**config.mk**
```make
export PLATFORM = sky130hd
export DESIGN_NAME = tgp_port_top
export DESIGN_NICKNAME = d
export VERILOG_FILES = /design/src/tgp_pkg.sv /design/src/tgp_regbus_if.sv /design/src/tgp_i2c_slave.sv /design/src/tgp_port_top.sv
export SDC_FILE = /design/constraint.sdc
export NUM_CORES = 1
export LEC_CHECK = 0
export BUFFER_PORTS_ARGS = -buffer_cell sky130_fd_sc_hd__buf_2
export CORE_MARGIN = 1
export CORE_UTILIZATION = 50
export CTS_CLUSTER_SIZE = 12
export DETAILED_ROUTE_END_ITERATION = 7
export GPL_ROUTABILITY_DRIVEN = 0
export GPL_TIMING_DRIVEN = 1
export PLACE_DENSITY_LB_ADDON = 0.25
export SKIP_CTS_REPAIR_TIMING = 1
export SLEW_MARGIN = 40
export SYNTH_ARGS = -nofsm -noshare
export SYNTH_HDL_FRONTEND = slang
export SYNTH_SLANG_ARGS = --single-unit
```
**constraint.sdc**
```tcl
create_clock -name clock -period 3.5 [get_ports clock]
set_input_delay 0.7 -clock clock [delete_from_list [all_inputs] [get_ports clock]]
set_output_delay 0.7 -clock clock [all_outputs]
set_load 0.02 [all_outputs]
```
**src/tgp_pkg.sv**
```systemverilog
package tgp_pkg;

  // --------------------------------------------------------------------------
  // widths
  // --------------------------------------------------------------------------
  localparam int NUM_PORTS  = 8;
  localparam int NUM_CHANS  = 13;
  localparam int DATA_W     = 10;
  localparam int LIMIT_W    = 8;
  localparam int LIMIT_SHIFT = 2;

  // --------------------------------------------------------------------------
  // register offsets
  // --------------------------------------------------------------------------
  localparam logic [7:0] REG_RANGE_FAULT_LOW  = 8'h02;
  localparam logic [7:0] REG_RANGE_FAULT_HIGH = 8'h03;
  localparam logic [7:0] REG_PORT_CONFIG_A    = 8'h73;
  localparam logic [7:0] REG_PORT_CONFIG_B    = 8'h74;
  localparam logic [7:0] REG_PORT_LEVEL_DATA  = 8'h75;
  localparam logic [7:0] REG_PORT_DIRECTION   = 8'h76;
  localparam logic [7:0] REG_PORT_ENABLE      = 8'h77;
  localparam logic [7:0] REG_PORT_LEVEL_SET   = 8'h78;
  localparam logic [7:0] REG_PORT_LEVEL_CLEAR = 8'h79;
  localparam logic [7:0] REG_PORT_LEVEL_TOG   = 8'h7A;
  localparam logic [7:0] REG_SOFT_RESET       = 8'h80;

  // --------------------------------------------------------------------------
  // values and field positions
  // --------------------------------------------------------------------------
  localparam logic [7:0] SOFT_RESET_KEY     = 8'h63;
  localparam logic [7:0] REG_RESET_VAL      = 8'h00;
  localparam logic [7:0] READ_ZERO          = 8'h00;
  localparam int         AUTOCFG_FAIL_BIT   = 7;
  localparam int         RECFG_FAIL_BIT     = 6;
  localparam int         LOW_STATUS_CHANS   = 8;

  // port configuration pair {first, second}
  localparam logic [1:0] CFG_PLAIN     = 2'b00;
  localparam logic [1:0] CFG_HIGH_SIDE = 2'b11;
  localparam logic [1:0] CFG_LOW_SIDE  = 2'b10;
  localparam logic [1:0] CFG_PULL_UP   = 2'b11;
  localparam logic [1:0] CFG_PULL_DOWN = 2'b10;

  // serial slave addresses by strap connection
  localparam logic [6:0] SLAVE_ADDR_GND = 7'h5A;
  localparam logic [6:0] SLAVE_ADDR_VDD = 7'h5B;
  localparam logic [6:0] SLAVE_ADDR_SDA = 7'h5C;
  localparam logic [6:0] SLAVE_ADDR_SCL = 7'h5D;
  localparam logic [1:0] STRAP_GND = 2'b00;
  localparam logic [1:0] STRAP_VDD = 2'b01;
  localparam logic [1:0] STRAP_SDA = 2'b10;
  localparam logic [3:0] BITS_PER_BYTE = 4'h8;

  typedef enum logic [3:0] {
    TGP_IDLE, TGP_ADDR, TGP_ADDR_ACK, TGP_REG, TGP_REG_ACK,
    TGP_WDATA, TGP_WDATA_ACK, TGP_RDATA, TGP_RDATA_ACK
  } tgp_state_e;

endpackage : tgp_pkg

```
**src/tgp_regbus_if.sv**
```systemverilog
`timescale 1ns/10ps
interface tgp_regbus_if;
  logic       wr_stb;
  logic       rd_stb;
  logic [7:0] addr;
  logic [7:0] wdata;
  logic [7:0] rdata;

  modport slave_side (output wr_stb, output rd_stb, output addr, output wdata, input rdata);
  modport regs_side  (input wr_stb, input rd_stb, input addr, input wdata, output rdata);
endinterface : tgp_regbus_if
```
**src/tgp_i2c_slave.sv**
```systemverilog
`timescale 1ns/10ps
module tgp_i2c_slave
  import tgp_pkg::*;
(
  input  wire logic           clock,
  input  wire logic           sys_rst,
  input  wire logic           scl_in,
  input  wire logic           sda_in,
  input  wire logic [6:0]     slave_addr,
  output logic                sda_oe,
  tgp_regbus_if.slave_side    bus
);

  // --------------------------------------------------------------------------
  // pin synchronisers
  // --------------------------------------------------------------------------
  logic       scl_s1_q, scl_s2_q, scl_d1_q;
  logic       sda_s1_q, sda_s2_q, sda_d1_q;
  always_ff @(posedge clock) begin
    if (sys_rst) begin
      scl_s1_q <= 1'b1;
      scl_s2_q <= 1'b1;
      scl_d1_q <= 1'b1;
      sda_s1_q <= 1'b1;
      sda_s2_q <= 1'b1;
      sda_d1_q <= 1'b1;
    end else begin
      scl_s1_q <= scl_in;
      scl_s2_q <= scl_s1_q;
      scl_d1_q <= scl_s2_q;
      sda_s1_q <= sda_in;
      sda_s2_q <= sda_s1_q;
      sda_d1_q <= sda_s2_q;
    end
  end

  logic scl_rise, scl_fall, start_det, stop_det;
  assign scl_rise  = scl_s2_q & ~scl_d1_q;
  assign scl_fall  = ~scl_s2_q & scl_d1_q;
  assign start_det = scl_s2_q & scl_d1_q & sda_d1_q & ~sda_s2_q;
  assign stop_det  = scl_s2_q & scl_d1_q & ~sda_d1_q & sda_s2_q;

  // --------------------------------------------------------------------------
  // transfer framing
  // --------------------------------------------------------------------------
  tgp_state_e state_q;
  logic [7:0] shift_q, tx_q, ptr_q;
  logic [3:0] bitcnt_q;
  logic       rw_q, nack_q, wr_stb_q, rd_stb_q;

  assign bus.wr_stb = wr_stb_q;
  assign bus.rd_stb = rd_stb_q;
  assign bus.addr   = ptr_q;
  assign bus.wdata  = shift_q;

  always_ff @(posedge clock) begin
    if (sys_rst) begin
      state_q  <= TGP_IDLE;
      shift_q  <= 8'h00;
      tx_q     <= 8'h00;
      ptr_q    <= 8'h00;
      bitcnt_q <= 4'h0;
      rw_q     <= 1'b0;
      nack_q   <= 1'b0;
      sda_oe   <= 1'b0;
      wr_stb_q <= 1'b0;
      rd_stb_q <= 1'b0;
    end else begin
      wr_stb_q <= 1'b0;
      rd_stb_q <= 1'b0;
      if (start_det) begin
        state_q  <= TGP_ADDR;
        bitcnt_q <= 4'h0;
        sda_oe   <= 1'b0;
      end else if (stop_det) begin
        state_q <= TGP_IDLE;
        sda_oe  <= 1'b0;
      end else if (scl_rise && state_q != TGP_IDLE) begin
        shift_q  <= {shift_q[6:0], sda_s2_q};
        bitcnt_q <= bitcnt_q + 4'h1;
        if (state_q == TGP_RDATA_ACK) nack_q <= sda_s2_q;
      end else if (scl_fall) begin
        case (state_q)
          TGP_ADDR: begin
            if (bitcnt_q == BITS_PER_BYTE) begin
              if (shift_q[7:1] == slave_addr) begin
                rw_q    <= shift_q[0];
                sda_oe  <= 1'b1;
                state_q <= TGP_ADDR_ACK;
              end else begin
                state_q <= TGP_IDLE;
              end
            end
          end
          TGP_ADDR_ACK: begin
            bitcnt_q <= 4'h0;
            if (rw_q) begin
              rd_stb_q <= 1'b1;
              tx_q     <= bus.rdata;
              sda_oe   <= ~bus.rdata[7];
              ptr_q    <= ptr_q + 8'h01;
              state_q  <= TGP_RDATA;
            end else begin
              sda_oe  <= 1'b0;
              state_q <= TGP_REG;
            end
          end
          TGP_REG: begin
            if (bitcnt_q == BITS_PER_BYTE) begin
              ptr_q   <= shift_q;
              sda_oe  <= 1'b1;
              state_q <= TGP_REG_ACK;
            end
          end
          TGP_WDATA: begin
            if (bitcnt_q == BITS_PER_BYTE) begin
              wr_stb_q <= 1'b1;
              sda_oe   <= 1'b1;
              state_q  <= TGP_WDATA_ACK;
            end
          end
          TGP_REG_ACK, TGP_WDATA_ACK: begin
            if (state_q == TGP_WDATA_ACK) ptr_q <= ptr_q + 8'h01;
            sda_oe   <= 1'b0;
            bitcnt_q <= 4'h0;
            state_q  <= TGP_WDATA;
          end
          TGP_RDATA: begin
            if (bitcnt_q == BITS_PER_BYTE) begin
              sda_oe   <= 1'b0;
              bitcnt_q <= 4'h0;
              state_q  <= TGP_RDATA_ACK;
            end else begin
              tx_q   <= {tx_q[6:0], 1'b0};
              sda_oe <= ~tx_q[6];
            end
          end
          TGP_RDATA_ACK: begin
            bitcnt_q <= 4'h0;
            if (nack_q) begin
              state_q <= TGP_IDLE;
            end else begin
              rd_stb_q <= 1'b1;
              tx_q     <= bus.rdata;
              sda_oe   <= ~bus.rdata[7];
              ptr_q    <= ptr_q + 8'h01;
              state_q  <= TGP_RDATA;
            end
          end
          default: ;
        endcase
      end
    end
  end

endmodule : tgp_i2c_slave

```
**src/tgp_port_top.sv**
```systemverilog
`timescale 1ns/10ps
// What this block does
// - channel range fault bits follow check, read-only
// - fail flags at upper status bits 7,6
// - compare data against limits after checks
// - key 0x63 at 0x80 resets all but serial
// - register bits 7..0 map pins 11..4
// - port registers writable in any mode
// - electrode selection overrides port enable one clock later
// - after reset all ports disabled, high impedance
// - enable zero means pin high impedance
// - input types: plain, pull-down, pull-up
// - output types: push-pull, high-side, low-side
// - output pin drives its data bit
// - level change waits from charging start until conversion done
// - output port reads stored data bit
// - input port reads latched pin level
// - data writes stored, input unaffected
// - set, clear, toggle by writing ones
// - set, clear, toggle read data register
// - slave only, clock from master is input
// - data line open drain, never driven high
// - start, address, register, data, stop framing
// - slave address from strap connection
module tgp_port_top
  import tgp_pkg::*;
#(
  parameter int PORTS = NUM_PORTS,
  parameter int CHANS = NUM_CHANS
) (
  input  wire logic                    clock,
  input  wire logic                    sys_rst,
  input  wire logic                    scl_in,
  input  wire logic                    sda_in,
  output logic                         sda_out,
  output logic                         sda_oe,
  input  wire logic [1:0]              addr_strap,
  input  wire logic [PORTS-1:0]        electrode_mask,
  input  wire logic                    run_mode,
  input  wire logic                    charging,
  input  wire logic                    conv_done,
  input  wire logic                    check_stb,
  input  wire logic                    check_reconfig,
  input  wire logic                    autocfg_en,
  input  wire logic [LIMIT_W-1:0]      upper_data_limit,
  input  wire logic [LIMIT_W-1:0]      lower_data_limit,
  input  wire logic [CHANS*DATA_W-1:0] chan_data,
  input  wire logic [PORTS-1:0]        port_in,
  output logic      [PORTS-1:0]        port_out,
  output logic      [PORTS-1:0]        port_oe,
  output logic      [PORTS-1:0]        port_pull_up,
  output logic      [PORTS-1:0]        port_pull_down,
  output logic                         soft_reset_out
);

  tgp_regbus_if bus ();

  // --------------------------------------------------------------------------
  // address strap, caught after reset release
  // --------------------------------------------------------------------------
  logic [1:0] strap_s1_q, strap_s2_q;
  logic [6:0] slave_addr_q;
  logic       strap_done_q;
  always_ff @(posedge clock) begin
    strap_s1_q <= addr_strap;
    strap_s2_q <= strap_s1_q;
  end
  always_ff @(posedge clock) begin
    if (sys_rst) begin
      strap_done_q <= 1'b0;
      slave_addr_q <= SLAVE_ADDR_GND;
    end else if (!strap_done_q) begin
      strap_done_q <= 1'b1;
      if (strap_s2_q == STRAP_GND)      slave_addr_q <= SLAVE_ADDR_GND;
      else if (strap_s2_q == STRAP_VDD) slave_addr_q <= SLAVE_ADDR_VDD;
      else if (strap_s2_q == STRAP_SDA) slave_addr_q <= SLAVE_ADDR_SDA;
      else                              slave_addr_q <= SLAVE_ADDR_SCL;
    end
  end

  // --------------------------------------------------------------------------
  // serial slave, untouched by soft reset
  // --------------------------------------------------------------------------
  tgp_i2c_slave u_slave (
    .clock      (clock),
    .sys_rst    (sys_rst),
    .scl_in     (scl_in),
    .sda_in     (sda_in),
    .slave_addr (slave_addr_q),
    .sda_oe     (sda_oe),
    .bus        (bus.slave_side)
  );

  always_ff @(posedge clock) begin
    sda_out <= 1'b0;
  end

  // --------------------------------------------------------------------------
  // soft reset
  // --------------------------------------------------------------------------
  logic soft_rst_q, blk_rst;
  assign blk_rst = sys_rst | soft_rst_q;
  always_ff @(posedge clock) begin
    if (sys_rst) soft_rst_q <= 1'b0;
    else soft_rst_q <= bus.wr_stb && bus.addr == REG_SOFT_RESET
                       && bus.wdata == SOFT_RESET_KEY;
  end
  always_ff @(posedge clock) begin
    if (sys_rst) soft_reset_out <= 1'b0;
    else soft_reset_out <= soft_rst_q;
  end

  // --------------------------------------------------------------------------
  // port registers
  // --------------------------------------------------------------------------
  logic [PORTS-1:0] cfg_a_q, cfg_b_q, data_q, dir_q, en_q;
  logic             wr;
  assign wr = bus.wr_stb;

  always_ff @(posedge clock) begin
    if (blk_rst) begin
      cfg_a_q <= PORTS'(REG_RESET_VAL);
      cfg_b_q <= PORTS'(REG_RESET_VAL);
      dir_q   <= PORTS'(REG_RESET_VAL);
      en_q    <= PORTS'(REG_RESET_VAL);
    end else if (wr) begin
      if (bus.addr == REG_PORT_CONFIG_A)      cfg_a_q <= bus.wdata[PORTS-1:0];
      else if (bus.addr == REG_PORT_CONFIG_B) cfg_b_q <= bus.wdata[PORTS-1:0];
      else if (bus.addr == REG_PORT_DIRECTION) dir_q  <= bus.wdata[PORTS-1:0];
      else if (bus.addr == REG_PORT_ENABLE)   en_q    <= bus.wdata[PORTS-1:0];
    end
  end

  always_ff @(posedge clock) begin
    if (blk_rst) begin
      data_q <= PORTS'(REG_RESET_VAL);
    end else if (wr) begin
      if (bus.addr == REG_PORT_LEVEL_DATA)       data_q <= bus.wdata[PORTS-1:0];
      else if (bus.addr == REG_PORT_LEVEL_SET)   data_q <= data_q | bus.wdata[PORTS-1:0];
      else if (bus.addr == REG_PORT_LEVEL_CLEAR) data_q <= data_q & ~bus.wdata[PORTS-1:0];
      else if (bus.addr == REG_PORT_LEVEL_TOG)   data_q <= data_q ^ bus.wdata[PORTS-1:0];
    end
  end

  // --------------------------------------------------------------------------
  // pin input synchronise and latch
  // --------------------------------------------------------------------------
  logic [PORTS-1:0] in_s1_q, in_s2_q, in_lat_q;
  always_ff @(posedge clock) begin
    if (blk_rst) begin
      in_s1_q  <= '0;
      in_s2_q  <= '0;
      in_lat_q <= '0;
    end else begin
      in_s1_q  <= port_in;
      in_s2_q  <= in_s1_q;
      in_lat_q <= in_s2_q;
    end
  end

  // --------------------------------------------------------------------------
  // applied output level, held while charging
  // --------------------------------------------------------------------------
  logic [PORTS-1:0] level_q;
  logic             charge_seen_q;
  always_ff @(posedge clock) begin
    if (blk_rst) begin
      level_q       <= '0;
      charge_seen_q <= 1'b0;
    end else begin
      if (conv_done) charge_seen_q <= 1'b0;
      if (charging) charge_seen_q <= 1'b1;
      if (!charging && (!charge_seen_q || conv_done)) level_q <= data_q;
    end
  end

  // --------------------------------------------------------------------------
  // pin drivers, bit i steers sense pin i+4
  // --------------------------------------------------------------------------
  logic [PORTS-1:0] active;
  assign active = en_q & ~electrode_mask;

  genvar gi;
  generate
    for (gi = 0; gi < PORTS; gi++) begin : g_pin
      logic [1:0] cfg;
      assign cfg = {cfg_a_q[gi], cfg_b_q[gi]};
      always_ff @(posedge clock) begin
        if (blk_rst) begin
          port_out[gi]       <= 1'b0;
          port_oe[gi]        <= 1'b0;
          port_pull_up[gi]   <= 1'b0;
          port_pull_down[gi] <= 1'b0;
        end else if (!active[gi]) begin
          port_out[gi]       <= 1'b0;
          port_oe[gi]        <= 1'b0;
          port_pull_up[gi]   <= 1'b0;
          port_pull_down[gi] <= 1'b0;
        end else if (!dir_q[gi]) begin
          port_out[gi]       <= 1'b0;
          port_oe[gi]        <= 1'b0;
          port_pull_up[gi]   <= (cfg == CFG_PULL_UP);
          port_pull_down[gi] <= (cfg == CFG_PULL_DOWN);
        end else begin
          port_pull_up[gi]   <= 1'b0;
          port_pull_down[gi] <= 1'b0;
          if (cfg == CFG_HIGH_SIDE) begin
            port_out[gi] <= 1'b1;
            port_oe[gi]  <= level_q[gi];
          end else if (cfg == CFG_LOW_SIDE) begin
            port_out[gi] <= 1'b0;
            port_oe[gi]  <= ~level_q[gi];
          end else begin
            port_out[gi] <= level_q[gi];
            port_oe[gi]  <= 1'b1;
          end
        end
      end
    end
  endgenerate

  // --------------------------------------------------------------------------
  // range check
  // --------------------------------------------------------------------------
  logic [CHANS-1:0]  fault_now;
  logic [DATA_W-1:0] up_lim, lo_lim, sample;
  assign up_lim = {upper_data_limit, LIMIT_SHIFT'(0)};
  assign lo_lim = {lower_data_limit, LIMIT_SHIFT'(0)};
  always_comb begin
    sample    = '0;
    fault_now = '0;
    for (int c = 0; c < CHANS; c++) begin
      sample       = chan_data[c*DATA_W +: DATA_W];
      fault_now[c] = (sample > up_lim) || (sample < lo_lim);
    end
  end

  logic [CHANS-1:0] range_fault_q;
  logic             autocfg_fail_q, recfg_fail_q;
  always_ff @(posedge clock) begin
    if (blk_rst) begin
      range_fault_q  <= '0;
      autocfg_fail_q <= 1'b0;
      recfg_fail_q   <= 1'b0;
    end else if (check_stb && autocfg_en) begin
      range_fault_q <= fault_now;
      if (check_reconfig) recfg_fail_q <= |fault_now;
      else autocfg_fail_q <= |fault_now;
    end
  end

  // --------------------------------------------------------------------------
  // read mux
  // --------------------------------------------------------------------------
  logic [PORTS-1:0] data_view;
  logic [7:0]       rd_mux, status_hi;
  assign data_view = (active & ~dir_q & in_lat_q)
                   | (~(active & ~dir_q) & data_q);
  always_comb begin
    status_hi = READ_ZERO;
    status_hi[AUTOCFG_FAIL_BIT] = autocfg_fail_q;
    status_hi[RECFG_FAIL_BIT]   = recfg_fail_q;
    status_hi[CHANS-LOW_STATUS_CHANS-1:0] = range_fault_q[CHANS-1:LOW_STATUS_CHANS];
  end
  always_comb begin
    if (bus.addr == REG_RANGE_FAULT_LOW)        rd_mux = range_fault_q[LOW_STATUS_CHANS-1:0];
    else if (bus.addr == REG_RANGE_FAULT_HIGH)  rd_mux = status_hi;
    else if (bus.addr == REG_PORT_CONFIG_A)     rd_mux = 8'(cfg_a_q);
    else if (bus.addr == REG_PORT_CONFIG_B)     rd_mux = 8'(cfg_b_q);
    else if (bus.addr == REG_PORT_LEVEL_DATA)   rd_mux = 8'(data_view);
    else if (bus.addr == REG_PORT_DIRECTION)    rd_mux = 8'(dir_q);
    else if (bus.addr == REG_PORT_ENABLE)       rd_mux = 8'(en_q);
    else if (bus.addr == REG_PORT_LEVEL_SET ||
             bus.addr == REG_PORT_LEVEL_CLEAR ||
             bus.addr == REG_PORT_LEVEL_TOG)    rd_mux = 8'(data_q);
    else                                        rd_mux = READ_ZERO;
  end
  assign bus.rdata = rd_mux;

endmodule : tgp_port_top

```
# Yosys cells after proc, flatten, opt, wreduce, memory -nomap -nowiden
# Cells that the tools add are included.
[word_totals] output_inout_bits=35 ff_bits=175 latch_bits=0 mem_bits_rw=0 memories=0 inputBits=174 rom_bits=0
[op_classes] addsub=2 n_shift=0 n_mux=83 n_lt_le_gt_ge=26 reduce_logical=74 n_eq_ne=56 multipliers=0 bitwise_logic=59 div_mod_pow=0
[ops] operator="10-bit greater-than comparator" n=13
[ops] operator="10-bit < comparator" n=13
[ops] operator="8-bit two-way mux" n=16
[ops] operator="8-bit by 7-bit equality test with 1-bit output (second input constant)" n=9
[ops] operator="3-bit OR reduction" n=17
[ops] operator="1-bit two-way mux" n=47
[ops] operator="8-bit AND" n=5
[ops] operator="1-bit inverter" n=39
[ops] operator="2-bit equality test (second input constant)" n=17
[ops] operator="8-bit inverter" n=4
[ops] operator="8-bit case mux with 4 select lines" n=1
[ops] operator="4-bit two-way mux" n=7
[ops] operator="4-bit case mux with 7 select lines" n=1
[ops] operator="7-bit AND reduction" n=4
[ops] operator="7-bit two-way mux" n=3
[ops] operator="7-bit case mux with 3 select lines" n=1
[ops] operator="4-bit by 3-bit equality test with 1-bit output (second input constant)" n=4
[ops] operator="8-bit by 2-bit equality test with 1-bit output (second input constant)" n=2
[ops] operator="1-bit logical OR" n=16
[ops] operator="2-bit by 1-bit != test with 1-bit output (second input constant)" n=8
[ops] operator="4-bit by 1-bit != test with 1-bit output (second input constant)" n=4
[ops] operator="8-bit bitwise OR" n=2
[ops] operator="13-bit OR reduction" n=1
[ops] operator="3-bit two-way mux" n=4
[ops] operator="34 further kinds" n=62

# Depth between registers and ports, before layout
# Gate-level depths: netlist of the first run.
[logic_depth] ltp_word=14 depth_mapped=11 depth_no_buf=10

# Hierarchy
# A second synthesis of the first run with hierarchy kept.
[hier_totals] cells_unflattened=1395 area_unflattened_um2=12040.3
[by_module_without_submodules] mod="tgp_port_top" area_each_um2=9798.1 cells_each=1131 instances=1
[by_module_without_submodules] mod="tgp_i2c_slave" area_each_um2=2242.2 cells_each=264 instances=1

# Least setup slack after synthesis of the first run
# OpenSTA, ideal clock, no wires.
[synth_timing] path_type="input to register" from="input upper_data_limit[5]" to="register recfg_fail_q" setup_ps=139 arrival_time_ps=2918 cell_stages=10 setup_slack_ps=443 cell_sequence="inv_1 > ha_1 > a211oi_2 > o21ai_1 > a2111oi_4 > o221ai_2 > a2111oi_2 > nand4_1 > nor4_2 > a311oi_1"
[synth_via] elab_chain_cells=3
[synth_lines] item="start: declaration" line_no="tgp_port_top.sv:45" text="input wire logic [LIMIT_W-1:0] upper_data_limit,"
[synth_lines] item="10-bit greater-than comparator" line_no="tgp_port_top.sv:234" text="fault_now[c] = (sample > up_lim) || (sample < lo_lim);"
[synth_lines] item="1-bit logical OR" line_no="tgp_port_top.sv:234"
[synth_lines] item="13-bit OR reduction (*)" line_no="tgp_port_top.sv:247" text="if (check_reconfig) recfg_fail_q <= |fault_now;"
[synth_lines] item="end signal: assignment" line_no="tgp_port_top.sv:247"
[synth_lines] item="end: declaration" line_no="tgp_port_top.sv:239" text="logic autocfg_fail_q, recfg_fail_q;"
# Every way passes the cells marked *; elsewhere a longest branch is shown, timed or not.
# A chain may end at the register's enable or synchronous reset.

# Worst setup path in the final report of the first run
# Ends and elaborated chain as after synthesis.

==> results.json, run 1 <==
{
  "rr_startpoint": "u_slave.bus.addr[4]",
  "end_kind": "register",
  "ant_nets": 0,
  "place_hpwl_um": 27000,
  "setup_violations": 0,
  "rr_endpoint": "u_slave.tx_q[4]",
  "fp-row-count": 56,
  "die_h_um": 157.8,
  "crit_path_top_delay_cell": "nor4_2",
  "crit_path_cell_trace": "buf_2 > inv_1 > buf_4 > ha_1 > nor3_1 > nor2_1 > o22ai_1 > o221ai_1 > a2111oi_0 > nand4_1 > nor4_2 > a311oi_1",
  "ys_ff_latch": 171,
  "status": "complete, no violations",
  "holdPathStages": 0,
  "coreArea_mm2": 0.02361,
  "critPathBufInv": 3,
  "nets": 2034,
  "slew_headroom_pct": 47.73,
  "instances_no_fill": 1983,
  "worstSetupStartpointType": "input pin",
  "hold_end": "strap_s2_q[0]",
  "fmax_ghz": 0.3313,
  "portBuffers": 206,
  "p_leak_nw": 6.263,
  "syn_area_mm2": 0.01214,
  "vias": 11500,
  "cp_top_family": "compound AO/OA/AOI/OAI gates",
  "syn2layout_area_growth_pct": 17.59,
  "cts-root-buf": "clkbuf_16",
  "slew_violations": 0,
  "hold_viol": 0,
  "power_density_mw_per_mm2": 330.9,
  "finalSetupTns_ps": 0,
  "cts_tree": "built",
  "r2r_cells": 9,
  "synth_cells": 1436,
  "tightest_slew_ps": 784.0,
  "start_util_pct": 51.42,
  "syn-num-nets": 1827,
  "synth-edff-count": 0,
  "drv_cap": 0,
  "grt_pass1_wl_um": 55770,
  "cts_buffers": 17,
  "synth_warnings": 0,
  "synth_top_area_share_pct": 28.19,
  "avgSynthCellArea_um2": 8.455,
  "overflow": 0,
  "drtIter0Drc": 564,
  "min_path_type": "reg -> reg",
  "synth_area_leader_cell": "dfxtp_1",
  "cp.arrival_ps": 3290,
  "drc": 0,
  "clkLatencyLatePin_ps": 440,
  "clk_pin_slew_ps": 70,
  "crit_type": "in -> reg",
  "fin_crit_sh_pct": 86.23,
  "synth_area_leaders": "dfxtp_1 28%, ha_1 22%, a21oi_1 5.2%, nor2_1 4.1%, mux2i_1 3.5%",
  "drive_gt1_share_pct": 19.32,
  "grt_start_max_net_pins": 40,
  "dieArea_mm2": 0.02491,
  "avgRoutedWirePerCell_um": 17.58,
  "async_reset_ff_share_pct": 0,
  "period_minus_slack_ps": 3018,
  "slowest_delay_ps": 370,
  "routed_via_density": 5.799,
  "dr.pass1.iters": 5,
  "track_usage_pct": 28.79,
  "min_from": "strap_s1_q[0]",
  "fp.dieW_um": 157.8,
  "yosysSeqAreaShare_pct": 28.19,
  "clock_path_buffers": 2,
  "antenna_found_initial": 10,
  "htree_levels": 4,
  "rsz0062_at_grt": "false",
  "fillers": 2151,
  "grt_pass1_vias": 11190,
  "ys_dominant_reg_cell": "dfxtp_1",
  "cp_data_required_time_ps": 3780,
  "wl_um": 34870,
  "num_io_pins": 209,
  "dp.cells": 1943,
  "reg2reg_slack_ps": 890,
  "cp_max_fo": 9,
  "ys_types": 78,
  "max-vdd-ir-drop_mv": 0.3609,
  "skew_ps": 8.686,
  "cts_sinks": 171
}
[sequential cells by signal, indices dropped and copies added, names as in the netlist, 2 cells and up]
signal / count
strap_s2_q: 2
u_slave.bus.wdata: 8
u_slave.bus.addr: 8
range_fault_q: 13
cfg_b_q: 8
dir_q: 8
en_q: 8
u_slave.bitcnt_q: 4
port_pull_up: 8
in_s1_q: 8
data_q: 8
in_lat_q: 8
strap_s1_q: 2
in_s2_q: 8
cfg_a_q: 8
level_q: 8
u_slave.tx_q: 7
u_slave.state_q: 4
port_pull_down: 8
port_oe: 8
port_out: 8
slave_addr_q: 3
[layer usage]
layer	track usage [%]	vias up	share of wire, %
li1	-	5672	-
met1	34.73	5313	43
met2	49.11	411	47
met3	5.612	97	6.4
met4	13.31	6	3.5
met5	0	-	0.12
[where the power goes]
group          internal (W)  switching (W)  total, W
combinational      0.000352       0.000431  0.000783
clock               0.00111       0.000834   0.00194
sequential          0.00198      0.0000185   0.00200
[stage by stage]
step | hold slack [ps] | setup slack (ps) | total power (W) | cell area [µm²] | utilization [%]
2_1_floorplan | 309.6 | 442.7 | 0.002504 | 12140 | -
3_3_place_gp | 312.2 | 132.5 | 0.002782 | 13650 | 57.79
3_5_place_dp | 313.6 | 96.91 | 0.002814 | 13650 | 57.81
4_1_cts | 329.1 | 543.7 | 0.004746 | 14260 | 60.38
5_1_grt | 331.9 | 244.9 | 0.004941 | 14270 | 60.44
6_report | 328.2 | 481.9 | 0.004724 | 14280 | 60.47
[kinds of logic (layout without fill, tap and decap cells)]
family	count (synthesis)	count (layout)	share of synthesized area [%]
AO/OA/AOI/OAI	378	378	19.58
XOR/XNOR	15	15	1.082
adder cells (fa/ha/maj)	217	217	22.36
buffers and inverters	136	356	4.524
flip-flops	171	171	28.19
multiplexers	56	56	4.751
other	1	9	0.03089
AND/OR/NAND/NOR	462	462	19.48
[Yosys cell counts, types with 16 or more instances]
| cell | count |
|---|---|
| ha_1 | 217 |
| dfxtp_1 | 171 |
| nor2_1 | 132 |
| a21oi_1 | 126 |
| nand2_1 | 104 |
| o21ai_0 | 84 |
| inv_1 | 72 |
| clkbuf_1 | 43 |
| mux2i_1 | 43 |
| nand3_1 | 41 |
| a211oi_1 | 37 |
| and2_1 | 31 |
| nor2b_1 | 25 |
| nand4_1 | 19 |
| nand2b_1 | 18 |
| nor4_1 | 17 |
| o211ai_1 | 17 |
| o21ai_1 | 16 |
[layout make-up]
| type | instances | area (µm²) | share of cell area (%) |
|---|---|---|---|
| clock inverters | 13 | 153.9 | 1.078 |
| inverters | 72 | 270.3 | 1.893 |
| repair buffers | 252 | 1376 | 9.640 |
| multi-input cells | 1129 | 8182 | 57.30 |
| flip-flops and latches | 171 | 3423 | 23.98 |
| well taps | 319 | 399.1 | 2.796 |
| clock buffers | 19 | 452.9 | 3.172 |
| diodes | 8 | 20.02 | 0.1402 |
[layout by cell type (no fill, tap or decap), types with 13 or more instances in the layout]
master,netlist,final
nor2b_1,25,25
a21oi_1,126,126
o21ai_1,16,16
clkbuf_16,0,17
dfxtp_1,171,171
buf_2,13,206
nor4_1,17,17
ha_1,217,217
buf_4,2,46
inv_1,72,72
nand2_1,104,104
and2_1,31,31
nor3_1,14,13
nor2_1,132,131
a211oi_1,37,37
mux2i_1,43,43
o21ai_0,84,84
nand3_1,41,41
nand2b_1,18,18
o211ai_1,17,17
nand4_1,19,19
[how the worst max path moves through the flow]
stage                     cells past startpoint           startpoint  slack, ps      endpoint
after floorplan                              10  upper_data_limit[5]        440  recfg_fail_q
after global placement                       11  upper_data_limit[5]        130  recfg_fail_q
after detailed placement                     11  upper_data_limit[5]        100  recfg_fail_q
after CTS                                    11  upper_data_limit[5]        540  recfg_fail_q
after global routing                         11  upper_data_limit[5]        240  recfg_fail_q
final                                        12  upper_data_limit[5]        480  recfg_fail_q
No activity file was read; power rests on OpenSTA's default activity.
==> inputs of run 2 (changes only) <==
--- a/config.mk
+++ b/config.mk
@@ -5,6 +5,7 @@
 export SDC_FILE = /design/constraint.sdc
 export NUM_CORES = 1
 export LEC_CHECK = 0
+export ABC_AREA = 1
 export BUFFER_PORTS_ARGS = -buffer_cell sky130_fd_sc_hd__buf_2
 export CORE_MARGIN = 1
 export CORE_UTILIZATION = 50
==> results.json, run 2 <==
{
  "status": "complete, no violations",
  "largest-register": "range_fault_q",
  "grt_pass1_wl_um": 55930,
  "grt_start_max_net_pins": 60,
  "start_util_pct": 50.94,
  "cp.arrival_ps": 3080,
  "synth-edff-count": 0,
  "track_usage_pct": 27.35,
  "syn2layout_area_growth_pct": 16.25,
  "fmax_ghz": 0.3593,
  "syn-num-nets": 2158,
  "ant_nets": 0,
  "cp_max_fo": 19,
  "period_minus_slack_ps": 2783,
  "muxShareOfSynthArea_pct": 0,
  "tightest_slew_ps": 743.1,
  "cts_tree": "built",
  "synth_warnings": 0,
  "end_kind": "register",
  "cts-root-buf": "clkbuf_16",
  "dieArea_mm2": 0.02534,
  "nets": 2361,
  "grt_pass1_vias": 11610,
  "die_h_um": 159.2,
  "synth_area_leader_cell": "dfxtp_1",
  "post_synth_and_or_nand_nor_area_fraction_pct": 23.77,
  "fp-row-count": 57,
  "num_io_pins": 209,
  "synth_top_family_by_area": "simple AND/OR/NAND/NOR gates",
  "slew_headroom_pct": 50.32,
  "clkLatencyLatePin_ps": 440,
  "dp_slack_ps": 755.6,
  "final_util_pct": 59.22,
  "ys_ff_latch": 171,
  "ys_dominant_reg_cell": "dfxtp_1",
  "cp_top_family": "simple AND/OR/NAND/NOR gates",
  "coreArea_mm2": 0.02425,
  "antenna_found_initial": 10,
  "fin_crit_sh_pct": 79.52,
  "rsz0062_at_grt": "false",
  "synth_cells": 1767,
  "drtIter0Drc": 794,
  "wl_um": 34100,
  "dr.pass1.iters": 5,
  "power_density_mw_per_mm2": 325.8,
  "final_common_cell": "nand2_1",
  "critPathBufInv": 1,
  "htree_levels": 4,
  "crit_type": "reg -> reg",
  "max-vdd-ir-drop_mv": 0.2269,
  "slew_violations": 0,
  "vias": 12280,
  "mostFrequentLayoutCells": "416 x nand2_1, 238 x inv_1, 217 x ha_1",
  "cts_sinks": 171,
  "synth_compound_area_share_pct": 17.50,
  "cp_data_required_time_ps": 3800,
  "portBuffers": 206,
  "skew_ps": 7.779,
  "synth_area_leaders": "dfxtp_1 28%, ha_1 22%, nand2_1 13%, a21oi_1 7.9%, inv_1 7.2%",
  "clk_pin_slew_ps": 60,
  "cts_buffers": 17,
  "place_hpwl_um": 25830,
  "synth-adder-area-share_pct": 21.98,
  "synth.most_common_cell": "nand2_1",
  "finalSetupTns_ps": 0,
  "hold_viol": 0,
  "p_leak_nw": 7.420,
  "drv_cap": 0,
  "drive_gt1_share_pct": 14.42,
  "clock_path_buffers": 2,
  "largest_reg_flops": 13,
  "routed_via_density": 5.302,
  "ys_types": 44,
  "synthTopCellsByCount": "416 x nand2_1, 238 x inv_1, 217 x ha_1",
  "synth_top_area_share_pct": 27.71,
  "syn_area_mm2": 0.01235,
  "yosysSeqAreaShare_pct": 27.71,
  "synth-xor-area-share_pct": 0.2127,
  "worstSetupStartpointType": "register",
  "crit_path_top_delay_cell": "nand3_1",
  "fp.dieW_um": 159.2,
  "design_area_mm2": 0.01436,
  "avgRoutedWirePerCell_um": 14.72,
  "drc": 0,
  "async_reset_ff_share_pct": 0,
  "crit_path_cell_trace": "nand2_2 > nor2_8 > nand3_2 > inv_1 > nand3_1 > o21ai_0 > a21oi_1",
  "overflow": 0,
  "placed_cell_area_mm2": 0.01377,
  "setup_violations": 0,
  "min_path_type": "reg -> reg",
  "slowest_delay_ps": 570,
  "setup_slack_ps": 716.6,
  "avgSynthCellArea_um2": 6.990
}
## run 2: cell types whose count changed in the layout (fill, tap and decap cells not counted), moves of 18 or more
cell      previous run  this run
a211oi_1            37        15
a21oi_1            126       196
and2_1              31         0
buf_4               46        15
inv_1               72       238
mux2i_1             43         0
nand2_1            104       416
nand2b_1            18         0
nand3_1             41        60
nor2b_1             25         0
nor3_1              13        33
## run 2: power breakdown
part	internal [W]	total, W	switching, W	leakage [nW]
clock network	0.000998	0.00184	0.000844	0.268
logic	0.000342	0.000826	0.000484	5.76
registers	0.00199	0.00201	0.0000238	1.39
## run 2: area by class of cell
cell class / count / area, µm²
Fill cell: 2366 / 9889
Multi-Input combinational cell: 1312 / 7870
Sequential cell: 171 / 3423
Timing Repair Buffer: 221 / 1144
Inverter: 247 / 927.1
Clock buffer: 19 / 432.9
Tap cell: 324 / 405.4
Clock inverter: 13 / 133.9
Antenna cell: 9 / 22.52
## run 2: worst register-to-register path, stage by stage (launching register included)
cell and delay (ps):
dfxtp_1 430, nand2_2 150, nor2_8 330, nand3_2 400, inv_1 310, nand3_1 570, o21ai_0 390, a21oi_1 70
## run 2: final timing paths
check	cells past startpoint	slack, ps	from	to
setup / recovery	7	720	u_slave.bus.addr[5]	dir_q[5]
hold / removal	0	330	strap_s1_q[0]	strap_s2_q[0]
setup reg to reg	7	720	u_slave.bus.addr[5]	dir_q[5]
hold reg to reg	0	330	strap_s1_q[0]	strap_s2_q[0]
## run 2: kinds of logic (layout without fill, tap and decap cells)
logic type | Yosys count | count (layout)
compound gates | 389 | 389
xor+xnor | 3 | 3
fa+ha+maj | 217 | 217
buf+inv | 284 | 500
flops | 171 | 171
other cells | 1 | 10
simple gates | 702 | 702
## run 2: routing by layer
| layer | track usage, % | part of all wire [%] | vias to the layer above |
|---|---|---|---|
| li1 | - | - | 6283 |
| met1 | 35.48 | 45 | 5537 |
| met2 | 44.72 | 45 | 375 |
| met3 | 4.819 | 6.3 | 85 |
| met4 | 11.54 | 3.3 | 0 |
| met5 | 0 | 0 | - |
## run 2: through the flow
step	hold slack, ps	total power [W]	std cells
after floorplan	309.6	0.002580	1767
after global routing	352.1	0.004941	2315
after global placement	315.0	0.002838	2275
after CTS	330.6	0.004694	2307
final	329.2	0.004679	2316
after detailed placement	315.1	0.002874	2275
